### src/cog_pkg.sv
// Package with the register map, reset values, field positions and types of the clock control bank.
package cog_pkg;

  // Seven-bit serial slave address; the write form of the address byte is 8'hD2.
  localparam logic [6:0] COG_DEV_ADDR = 7'h69;
  // Command byte bit that selects a single-byte access.
  localparam int COG_CMD_BYTE_BIT = 7;
  localparam int COG_NUM_REGS = 6;
  localparam logic [2:0] COG_BIT_COUNT = 3'h0;
  localparam logic [3:0] COG_BITS_PER_BYTE = 4'h8;

  // Register offsets.
  localparam logic [6:0] COG_OFF_MODE_AND_RETENTION = 7'h00;
  localparam logic [6:0] COG_OFF_REFOUT_ENABLES = 7'h01;
  localparam logic [6:0] COG_OFF_MISC_OUTPUT_ENABLES = 7'h02;
  localparam logic [6:0] COG_OFF_BUS_CLOCK_ENABLES = 7'h03;
  localparam logic [6:0] COG_OFF_REFOUT_STOP_ALLOW = 7'h04;
  localparam logic [6:0] COG_OFF_STOP_AND_POWERDOWN_CTL = 7'h05;

  // Power-up values, register 0 in the low byte.
  localparam logic [47:0] COG_RST_ALL = {8'h07, 8'h00, 8'hFF, 8'hFF, 8'hFF, 8'h01};

  // Register 0 fields.
  localparam int COG_MGMT_MODE_SELECT_BIT = 4;
  localparam int COG_KEEP_CONFIG_ON_SLEEP_BIT = 0;
  // Register 2 fields.
  localparam int COG_FREERUN_A_EN_BIT = 7;
  localparam int COG_VIDEO_DOT_EN_BIT = 6;
  localparam int COG_USB_RATE_EN_BIT = 5;
  localparam int COG_REFCLK_A_EN_BIT = 4;
  localparam int COG_REFCLK_B_EN_BIT = 3;
  localparam int COG_HOST1_EN_BIT = 2;
  localparam int COG_HOST0_EN_BIT = 1;
  localparam int COG_SPREAD_EN_BIT = 0;
  // Register 3 fields.
  localparam int COG_BUS_CLK_EN_LSB = 4;
  localparam int COG_HOST2_EN_BIT = 1;
  // Register 5 fields.
  localparam int COG_PANEL_PD_HIZ_BIT = 7;
  localparam int COG_DOT_PD_HIZ_BIT = 6;
  localparam int COG_FREERUN_A_STOP_BIT = 3;
  localparam int COG_HOST_STOP_LSB = 0;

  // Serial slave states.
  typedef enum logic [3:0] {
    COG_IDLE   = 4'b0000,
    COG_ADDR   = 4'b0001,
    COG_ACK_A  = 4'b0010,
    COG_CMD    = 4'b0011,
    COG_ACK_C  = 4'b0100,
    COG_WDATA  = 4'b0101,
    COG_ACK_D  = 4'b0110,
    COG_RDATA  = 4'b0111,
    COG_RACK   = 4'b1000,
    COG_IGNORE = 4'b1001
  } cog_state_t;

  // Run and drive controls handed to the output buffers.
  typedef struct packed {
    logic [7:0] serial_ref_run;
    logic panel_run;
    logic dot_run;
    logic video_nonspread_run;
    logic usb_rate_run;
    logic refclk_a_run;
    logic refclk_b_run;
    logic freerun_bus_clk_a_run;
    logic [3:0] bus_clk_run;
    logic [2:0] host_run;
    logic host_spread_on;
    logic panel_hiz;
    logic dot_hiz;
    logic mgmt_mode_select;
  } cog_run_t;

endpackage

### src/cog_clkctl_top.sv
// Serial slave and control registers 0 to 5 of the clock generator.
`timescale 1ns/1ps
module cog_clkctl_top import cog_pkg::*; (
  input wire logic ref_clk, // 125 MHz block clock.
  input wire logic rstn, // Asynchronous power-up reset, active low.
  input wire logic scl_in, // Serial clock pin level.
  input wire logic sda_in, // Serial data pin level.
  input wire logic power_down_pin, // Power-down request pin, high active.
  input wire logic bus_clock_halt_n, // Pci-stop pin, active low.
  input wire logic host_clock_halt_n, // Cpu-stop pin, active low.
  input wire logic sw_bus_halt_n, // Software pci-stop, active low, same clock.
  output logic sda_out, // Serial data drive level, always low.
  output logic sda_oe, // Serial data pull-down enable, high while driving.
  output cog_run_t run // Registered output run and drive controls.
);

  logic [4:0] pins_s;
  logic scl_s, sda_s, power_down_state, bus_halt_s_n, host_halt_s_n;
  logic scl_d, sda_d, pd_d;
  logic scl_rise, scl_fall, start_seen, stop_seen;
  cog_state_t state;
  logic [3:0] cnt;
  logic [7:0] shift;
  logic [7:0] txsh;
  logic rw;
  logic [6:0] offset;
  logic [7:0] wr_byte;
  logic wr_go;
  logic [7:0] bank [0:COG_NUM_REGS-1];
  logic [7:0] next_bank [0:COG_NUM_REGS-1];
  logic [7:0] rd_byte;
  logic clr_cfg, mode_combo, bus_halt, host_halt;
  cog_run_t next_run;

  // Decodes whether an offset lands on one of the implemented registers.
  function automatic logic reg_hit(input logic [6:0] off);
    reg_hit = (off < 7'(COG_NUM_REGS));
  endfunction

  // Pins reset to their idle levels so no false start is seen after reset.
  cog_sync #(.W(5), .INIT(5'h1B)) u_sync (
    .ref_clk(ref_clk),
    .rstn(rstn),
    .din({scl_in, sda_in, power_down_pin, bus_clock_halt_n, host_clock_halt_n}),
    .dout(pins_s)
  );

  assign {scl_s, sda_s, power_down_state, bus_halt_s_n, host_halt_s_n} = pins_s;

  // Delayed copies of the synchronised pins for edge detection.
  always_ff @(posedge ref_clk or negedge rstn) begin
    if (!rstn) begin
      scl_d <= 1'b1;
      sda_d <= 1'b1;
      pd_d <= 1'b0;
    end else begin
      scl_d <= scl_s;
      sda_d <= sda_s;
      pd_d <= power_down_state;
    end
  end

  // Bus events; start and stop are data edges while the clock is high.
  assign scl_rise = scl_s & ~scl_d;
  assign scl_fall = ~scl_s & scl_d;
  assign start_seen = scl_s & scl_d & sda_d & ~sda_s;
  assign stop_seen = scl_s & scl_d & ~sda_d & sda_s;

  // Read data; offsets past the bank read as zero.
  assign rd_byte = reg_hit(offset) ? bank[offset[2:0]] : 8'h00;

  // Serial slave sequencer. Acknowledge is driven from one clock fall to the next.
  always_ff @(posedge ref_clk or negedge rstn) begin
    if (!rstn) begin
      state <= COG_IDLE;
      cnt <= 4'h0;
      shift <= 8'h00;
      txsh <= 8'h00;
      rw <= 1'b0;
      offset <= 7'h00;
      wr_byte <= 8'h00;
      wr_go <= 1'b0;
      sda_oe <= 1'b0;
    end else begin
      wr_go <= 1'b0;
      if (start_seen) begin
        // A repeated start restarts address reception at any point.
        state <= COG_ADDR;
        cnt <= 4'h0;
        sda_oe <= 1'b0;
      end else if (stop_seen) begin
        state <= COG_IDLE;
        sda_oe <= 1'b0;
      end else if (scl_rise) begin
        if (state == COG_ADDR || state == COG_CMD || state == COG_WDATA) begin
          shift <= {shift[6:0], sda_s};
          cnt <= cnt + 4'h1;
        end
      end else if (scl_fall) begin
        case (state)
          COG_ADDR: begin
            if (cnt == COG_BITS_PER_BYTE) begin
              if (shift[7:1] == COG_DEV_ADDR) begin
                rw <= shift[0];
                sda_oe <= 1'b1;
                state <= COG_ACK_A;
              end else begin
                state <= COG_IGNORE;
              end
            end
          end
          COG_ACK_A: begin
            cnt <= 4'h0;
            if (rw) begin
              // First read bit goes out on the fall that ends the acknowledge.
              sda_oe <= ~rd_byte[7];
              txsh <= {rd_byte[6:0], 1'b0};
              cnt <= 4'h1;
              state <= COG_RDATA;
            end else begin
              sda_oe <= 1'b0;
              state <= COG_CMD;
            end
          end
          COG_CMD: begin
            if (cnt == COG_BITS_PER_BYTE) begin
              if (shift[COG_CMD_BYTE_BIT]) begin
                offset <= shift[6:0];
                sda_oe <= 1'b1;
                state <= COG_ACK_C;
              end else begin
                // Block transfers are not served and are left unacknowledged.
                state <= COG_IGNORE;
              end
            end
          end
          COG_ACK_C: begin
            sda_oe <= 1'b0;
            cnt <= 4'h0;
            state <= COG_WDATA;
          end
          COG_WDATA: begin
            if (cnt == COG_BITS_PER_BYTE) begin
              wr_byte <= shift;
              sda_oe <= 1'b1;
              state <= COG_ACK_D;
            end
          end
          COG_ACK_D: begin
            // Commit only once the acknowledge bit is complete.
            sda_oe <= 1'b0;
            wr_go <= reg_hit(offset);
            state <= COG_IGNORE;
          end
          COG_RDATA: begin
            if (cnt == COG_BITS_PER_BYTE) begin
              sda_oe <= 1'b0;
              state <= COG_RACK;
            end else begin
              sda_oe <= ~txsh[7];
              txsh <= {txsh[6:0], 1'b0};
              cnt <= cnt + 4'h1;
            end
          end
          COG_RACK: begin
            // Only one byte is returned; the slave stops after the ninth clock whatever the controller answers.
            state <= COG_IGNORE;
          end
          COG_IDLE, COG_IGNORE: begin
            state <= state;
          end
          default: begin
            state <= COG_IDLE;
            sda_oe <= 1'b0;
          end
        endcase
      end
    end
  end

  // The data line is only ever pulled low; release is done through the enable.
  always_ff @(posedge ref_clk or negedge rstn) begin
    if (!rstn) begin
      sda_out <= 1'b0;
    end else begin
      sda_out <= 1'b0;
    end
  end

  // Power-down entry reloads the power-up values into the bank unless retention is on.
  assign clr_cfg = power_down_state & ~pd_d & ~bank[0][COG_KEEP_CONFIG_ON_SLEEP_BIT];
  // All three power-management pins asserted together request management mode.
  assign mode_combo = power_down_state & ~bus_halt_s_n & ~host_halt_s_n;

  // One register per offset; reserved bits store what is written.
  genvar gi;
  generate
    for (gi = 0; gi < COG_NUM_REGS; gi++) begin : g_bank
      assign next_bank[gi] = (wr_go && offset[2:0] == 3'(gi)) ? wr_byte :
                             clr_cfg ? COG_RST_ALL[gi*8 +: 8] : bank[gi];
      always_ff @(posedge ref_clk or negedge rstn) begin
        if (!rstn) begin
          bank[gi] <= COG_RST_ALL[gi*8 +: 8];
        end else if (gi == 0 && mode_combo) begin
          // The pin request wins over a write of zero in the same cycle.
          bank[gi] <= next_bank[gi] | (8'h01 << COG_MGMT_MODE_SELECT_BIT);
        end else begin
          bank[gi] <= next_bank[gi];
        end
      end
    end
  endgenerate

  // Stop conditions from the pins, and from software for the pci group.
  assign bus_halt = ~bus_halt_s_n | ~sw_bus_halt_n;
  assign host_halt = ~host_halt_s_n;

  // Output controls; every clock stops in power-down regardless of its enable.
  always_comb begin
    next_run.serial_ref_run = {8{~power_down_state}} & bank[1]
                              & ~(bank[4] & {8{bus_halt}});
    next_run.panel_run = ~power_down_state & bank[1][0] & ~(bank[4][0] & bus_halt);
    next_run.dot_run = ~power_down_state & bank[2][COG_VIDEO_DOT_EN_BIT];
    next_run.video_nonspread_run = ~power_down_state & bank[2][COG_VIDEO_DOT_EN_BIT];
    next_run.usb_rate_run = ~power_down_state & bank[2][COG_USB_RATE_EN_BIT];
    next_run.refclk_a_run = ~power_down_state & bank[2][COG_REFCLK_A_EN_BIT];
    next_run.refclk_b_run = ~power_down_state & bank[2][COG_REFCLK_B_EN_BIT];
    next_run.freerun_bus_clk_a_run = ~power_down_state & bank[2][COG_FREERUN_A_EN_BIT]
                                     & ~(bank[5][COG_FREERUN_A_STOP_BIT] & bus_halt);
    next_run.bus_clk_run = {4{~power_down_state}} & bank[3][COG_BUS_CLK_EN_LSB +: 4];
    next_run.host_run = {3{~power_down_state}}
                        & {bank[3][COG_HOST2_EN_BIT], bank[2][COG_HOST1_EN_BIT],
                           bank[2][COG_HOST0_EN_BIT]}
                        & ~(bank[5][COG_HOST_STOP_LSB +: 3] & {3{host_halt}});
    next_run.host_spread_on = bank[2][COG_SPREAD_EN_BIT];
    next_run.panel_hiz = power_down_state & bank[5][COG_PANEL_PD_HIZ_BIT];
    next_run.dot_hiz = power_down_state & bank[5][COG_DOT_PD_HIZ_BIT];
    next_run.mgmt_mode_select = bank[0][COG_MGMT_MODE_SELECT_BIT];
  end

  // Registered so the buffer controls never glitch on decode changes.
  always_ff @(posedge ref_clk or negedge rstn) begin
    if (!rstn) begin
      run <= '0;
    end else begin
      run <= next_run;
    end
  end

endmodule // cog_clkctl_top

### src/cog_sync.sv
// Two-flop synchroniser for a group of asynchronous pin inputs.
`timescale 1ns/1ps
module cog_sync #(
  parameter int W = 1,
  parameter logic [W-1:0] INIT = '0
) (
  input wire logic ref_clk, // Block clock.
  input wire logic rstn, // Asynchronous reset, active low.
  input wire logic [W-1:0] din, // Asynchronous inputs.
  output logic [W-1:0] dout // Synchronised inputs.
);

  logic [W-1:0] meta;

  // The first stage is read only by the second, so a metastable value has a cycle to settle.
  always_ff @(posedge ref_clk or negedge rstn) begin
    if (!rstn) begin
      meta <= INIT;
      dout <= INIT;
    end else begin
      meta <= din;
      dout <= meta;
    end
  end

endmodule // cog_sync

### config.mk
export PLATFORM = sky130hd
export DESIGN_NAME = cog_clkctl_top
export DESIGN_NICKNAME = d
export VERILOG_FILES = /design/src/cog_pkg.sv /design/src/cog_clkctl_top.sv /design/src/cog_sync.sv
export SDC_FILE = /design/constraint.sdc
export NUM_CORES = 1
export LEC_CHECK = 0
export ABC_AREA = 1
export BUFFER_PORTS_ARGS = -buffer_cell sky130_fd_sc_hd__clkbuf_2
export CORE_ASPECT_RATIO = 1.1
export CORE_MARGIN = 4
export CORE_UTILIZATION = 23
export DETAILED_ROUTE_END_ITERATION = 6
export PLACE_DENSITY = 0.41
export SYNTH_ARGS = -nofsm -noshare
export SYNTH_HDL_FRONTEND = slang
export SYNTH_SLANG_ARGS = --single-unit
### constraint.sdc
create_clock -name ref_clk -period 3.4 [get_ports ref_clk]
set_input_delay 0.17 -clock ref_clk [delete_from_list [all_inputs] [get_ports ref_clk]]
set_output_delay 0.17 -clock ref_clk [all_outputs]
set_load 0.05 [all_outputs]
### Word level (Yosys, flattened, before mapping)

Cells that the tools add are included.

| storage, ports and cells | value |
|---|---|
| flip-flop bits (word level) | 128 |
| logic and storage cells | 204 |
| bits of input ports | 8 |
| output and inout bits | 28 |

| operators by class | value |
|---|---|
| mux-type cells | 55 |
| $add $sub $neg | 1 |
| reductions and logical operators | 31 |
| $lt $le $gt $ge | 2 |
| bitwise logic cells | 51 |
| equal/unequal tests | 30 |

Operators by type and width:

| kind | count |
|---|---|
| $mux W8 | 15 |
| $mux W4 | 16 |
| $pmux W4 S8 | 1 |
| $reduce_and A7 Y1 | 4 |
| $and A8 B8 Y8 | 3 |
| $bmux W8 S3 | 1 |
| $and A1 B1 Y1 | 23 |
| $mux W1 | 17 |
| $not A1 Y1 | 17 |
| $eq A4 B3 Y1 const B | 4 |
| $ne A4 B3 Y1 const B | 4 |
| $pmux W8 S2 | 1 |
| $eq A4 B4 Y1 const B | 3 |
| $ne A4 B4 Y1 const B | 3 |
| $pmux W4 S3 | 1 |
| $reduce_bool A2 Y1 | 6 |
| $and A3 B3 Y3 | 3 |
| $ne A3 B1 Y1 const B | 3 |
| $reduce_bool A3 Y1 | 3 |
| $eq A4 B2 Y1 const B | 2 |
| $not A8 Y8 | 1 |
| $reduce_and A8 Y1 | 1 |
| $eq A7 B7 Y1 const B | 1 |
| $lt A7 B3 Y1 const B | 1 |
| 25 further kinds | 36 |

### Longest topological paths before layout

| depth | value |
|---|---|
| depth after elaboration | 12 |
| mapped depth | 13 |
| mapped depth without buffers | 12 |

### Cells and area by module

From an unflattened synthesis, not the netlist that was laid out.

| second synthesis, totals | value |
|---|---|
| cells, all modules | 600 |
| area total of the unflattened synthesis | 5579.1 um2 |

By module, submodules not included:

| module | cells each | instances | area each (um2) |
|---|---|---|---|
| cog_clkctl_top | 590 | 1 | 5318.9 |
| cog_sync | 10 | 1 | 260.2 |

### Least setup slack after synthesis

Ideal clock, no wire load.

| timing | value |
|---|---|
| path type | flip-flop to flip-flop |
| from | register scl_d |
| to | register txsh[4] |
| slack | 1.751 ns |
| buffers on the path | 1 |
| library setup time | 0.117 ns |
| period minus slack after synthesis | 1.649 ns |
| arrival | 1.532 ns |
| cell stages (with the launch flop) | 10 |
| path through | dfstp_2 inv_1 ha_1 inv_1 nand2_1 nor3_4 buf_6 nand2_2 nor2_2 nor2_1 |

| on the way | value |
|---|---|
| word-level cells in the longest chain between the ends | 5 |
| elaborated cells on any way between the ends | 12 |
| classes of those cells | bitwise: 11; reduce/logical: 1 |

Ends and longest elaborated chain:

| what | line | text |
|---|---|---|
| start: declaration | cog_clkctl_top.sv:19 | `logic scl_d, sda_d, pd_d;` |
| start signal: assignment | cog_clkctl_top.sv:57 | `scl_d <= scl_s;` |
| $and A1 B1 Y1 | cog_clkctl_top.sv:66, cog_clkctl_top.sv:67 |  |
| $and A1 B1 Y1 (on tied branches) (2 in a row) | cog_clkctl_top.sv:67, cog_clkctl_top.sv:66 |  |
| $not A1 Y1 (no source line) | - |  |
| $reduce_and A7 Y1 (no source line) * | - |  |
| end signal: assignment | cog_clkctl_top.sv:117 | `txsh <= {rd_byte[6:0], 1'b0};` |
| end signal: assignment | cog_clkctl_top.sv:161 | `txsh <= {txsh[6:0], 1'b0};` |
| end: declaration | cog_clkctl_top.sv:24 | `logic [7:0] txsh;` |

Every way passes the cells marked *; elsewhere a longest branch is shown, timed or not.
A chain may end at the register's enable or synchronous reset.

### Final worst setup path

| timing | value |
|---|---|
| from | register scl_d |
| to | register txsh[7] |

Same word-level chain as after synthesis.

==> flow_summary.yaml <==
floorplanning:
  die_x_um: 157
  core_area_mm2: 0.0238
  die_h_um: 172
  row_count: 59
  io_pins: 36
  start_util_pct: 23.6
  dieArea_mm2: 0.0270
sta:
  setup_viol: 0
  final-hold-violation-count: 0
  worstMarginPinSlew_ns: 0.723
  finalSetupTns_ns: 0
  finalMaxSlewViolations: 0
  min_period_ns: 2.04
  skew_ns: 0.0118
  max_freq_mhz: 489
  rsz0062_at_grt: "no"
  period_share_pct: 60.1
  worst_slack_ns: 1.36
  whs_ns: 0.231
  slew_headroom_pct: 51.6
clock_network:
  cts.sinks: 126
  post_cts_buffers: 0
  htreeDepth: 4
  cts_resized: 0
  tritoncts: "done"
  cts_hold_buffers: 6
  clkTransAtPathRegs_ns: 0.07
  cts_max_path_buffers: 2
  insertion_delay_ns: 0.42
  numCtsBuffers: 17
  root_buffer: "clkbuf_16"
synth:
  synth_warnings: 0
  synth_top_area_share_pct: 39.2
  synth_seq_cells: 126
  post-synth-top-area-cell: "dfrtp_1"
  synth_edf_count: 0
  syn_nets: 639
  yosysSeqAreaShare_pct: 57.0
  syn_inst: 624
  synth_area_mm2: 0.00562
  syn-mean-instance-area_um2: 9.01
  synth_flop_cell: "dfrtp_1"
  ys_types: 37
  async_flop_share_pct: 100
  synthTopCellsByArea: "dfrtp_1, dfstp_2, nand2_1"
global_route:
  antenna_found_initial: 0
  grt_pass1_wl_um: 24400
  grt_overflow: 0
  grt_max_degree: 36
  track_usage_pct: 11.8
  grt_pass1_vias: 4414
finish:
  diodes: 0
  stdcell_count: 989
  final_core_util_pct: 28.2
  layout_commonest_cell: "nand2_1"
  syn_to_final_growth_pct: 19.8
  layout_common_cells: "nand2_1, dfrtp_1, inv_1"
  nNetsFinal: 686
  drive_gt1_share_pct: 19.7
  n_fill_cell: 2560
routing:
  via_per_inst: 4.43
  drc_errors: 0
  drt_pre_antenna_iters: 5
  first_iter_violations: 338
  wl_per_cell_um: 15.4
  ant_nets: 0
  vias: 4382
  wirelength_um: 15200
critical_path:
  cp.arrival_ns: 2.35
  crit_required_ns: 3.70
  cp_max_fo: 13
  crit_type: "flop to flop"
  critPathCaptureType: "flop"
  setup.worst_path.start_class: "flop"
run:
  cap_violations: 0
pwr:
  ir_drop_uv: 240
  p_per_area_mw_per_mm2: 572
  leakagePower_uw: 0.00325
placement:
  dp_worst_setup_slack_ns: 1.35
  hpwlAfterDp_um: 11200
  gp_congestion: 0.927
  dp.cells: 951
  portBuffers: 34
hold_path:
  hp-class: "input port to asynchronous set/reset pin"
outcome:
  status: "finished, final reports clean"
-- power breakdown --
part	total, uW	switching (uW)	internal (uW)
Clock	1720	695	1020
Sequential	1690	58.9	1630
Combinational	447	327	121
-- cell type report --
cell class,instances,area [um2],share of cell area [%]
Tap cell,305,382,5.67
Inverter,91,342,5.07
Timing Repair Buffer,44,263,3.90
Clock inverter,13,118,1.75
Sequential cell,126,3200,47.5
Clock buffer,19,443,6.58
Multi-Input combinational cell,391,1980,29.5
-- sequential cells by signal, indices dropped and copies added, names as in the netlist, 5 cells and up --
name,flops
bank,48
shift,8
wr_byte,8
offset,7
u_sync.meta,5
txsh,7
run,24
u_sync.dout,5
-- synthesized netlist by cell type (2+ instances only) --
master,n
buf_2,7
a22oi_1,21
ha_1,7
inv_2,5
nand2_2,5
nor2_4,2
o22ai_1,19
nand3_1,27
dfrtp_1,88
nand4_1,5
a211oi_1,13
nor2_1,68
clkbuf_1,3
o21ai_0,46
inv_1,86
nor2_2,8
o21ai_1,3
nand3_2,4
dfstp_2,38
buf_4,4
nor3_1,9
a21oi_1,20
nand2_1,121
xnor2_1,2
-- through the flow --
step,power (uW),instance area [um2]
final,3850,6730
after global routing,4040,6730
after CTS,3910,6730
after detailed placement,2160,6110
after global placement,2160,6110
after floorplan,2020,5620
-- worst paths after layout --
| kind | start | end | slack [ns] | cells after the start |
|---|---|---|---|---|
| max | scl_d | txsh[7] | 1.36 | 8 |
| min | rstn | run[25] | 0.23 | 2 |
| max reg2reg | scl_d | txsh[7] | 1.36 | 8 |
| min reg2reg | u_sync.meta[4] | u_sync.dout[4] | 0.36 | 0 |
| max in group asynchronous | rstn | u_sync.meta[3] | 2.32 | 3 |
| min in group ref_clk | sw_bus_halt_n | run[22] | 0.34 | 3 |
-- routing by layer --
metal / up-vias / wire length (um) / GRT usage [%]
met5: - / 0 / 0
met4: 0 / 324 / 3.82
met3: 18 / 816 / 3.98
met2: 107 / 7310 / 19.7
met1: 2115 / 6750 / 14.5
li1: 2142 / - / -
-- critical path, stage by stage (launching register included) --
cell	delay, ns
dfstp_2	0.56
inv_1	0.06
ha_1	0.21
inv_1	0.18
nand2_1	0.14
nor3_4	0.49
nand2_1	0.12
nor2_1	0.13
nor2_1	0.05
-- cell families after synthesis --
| group | count (synthesis) | share of synthesized area (%) |
|---|---|---|
| xor gates and xnor gates | 2 | 0.312 |
| adders and majority gates | 7 | 1.56 |
| AOI/OAI and AO/OA | 127 | 13.5 |
| other | 1 | 0.0667 |
| buffers and inverters | 107 | 7.73 |
| and+or+nand+nor | 254 | 19.8 |
| DFF | 126 | 57.0 |
No activity file was read; power rests on OpenSTA's default activity.
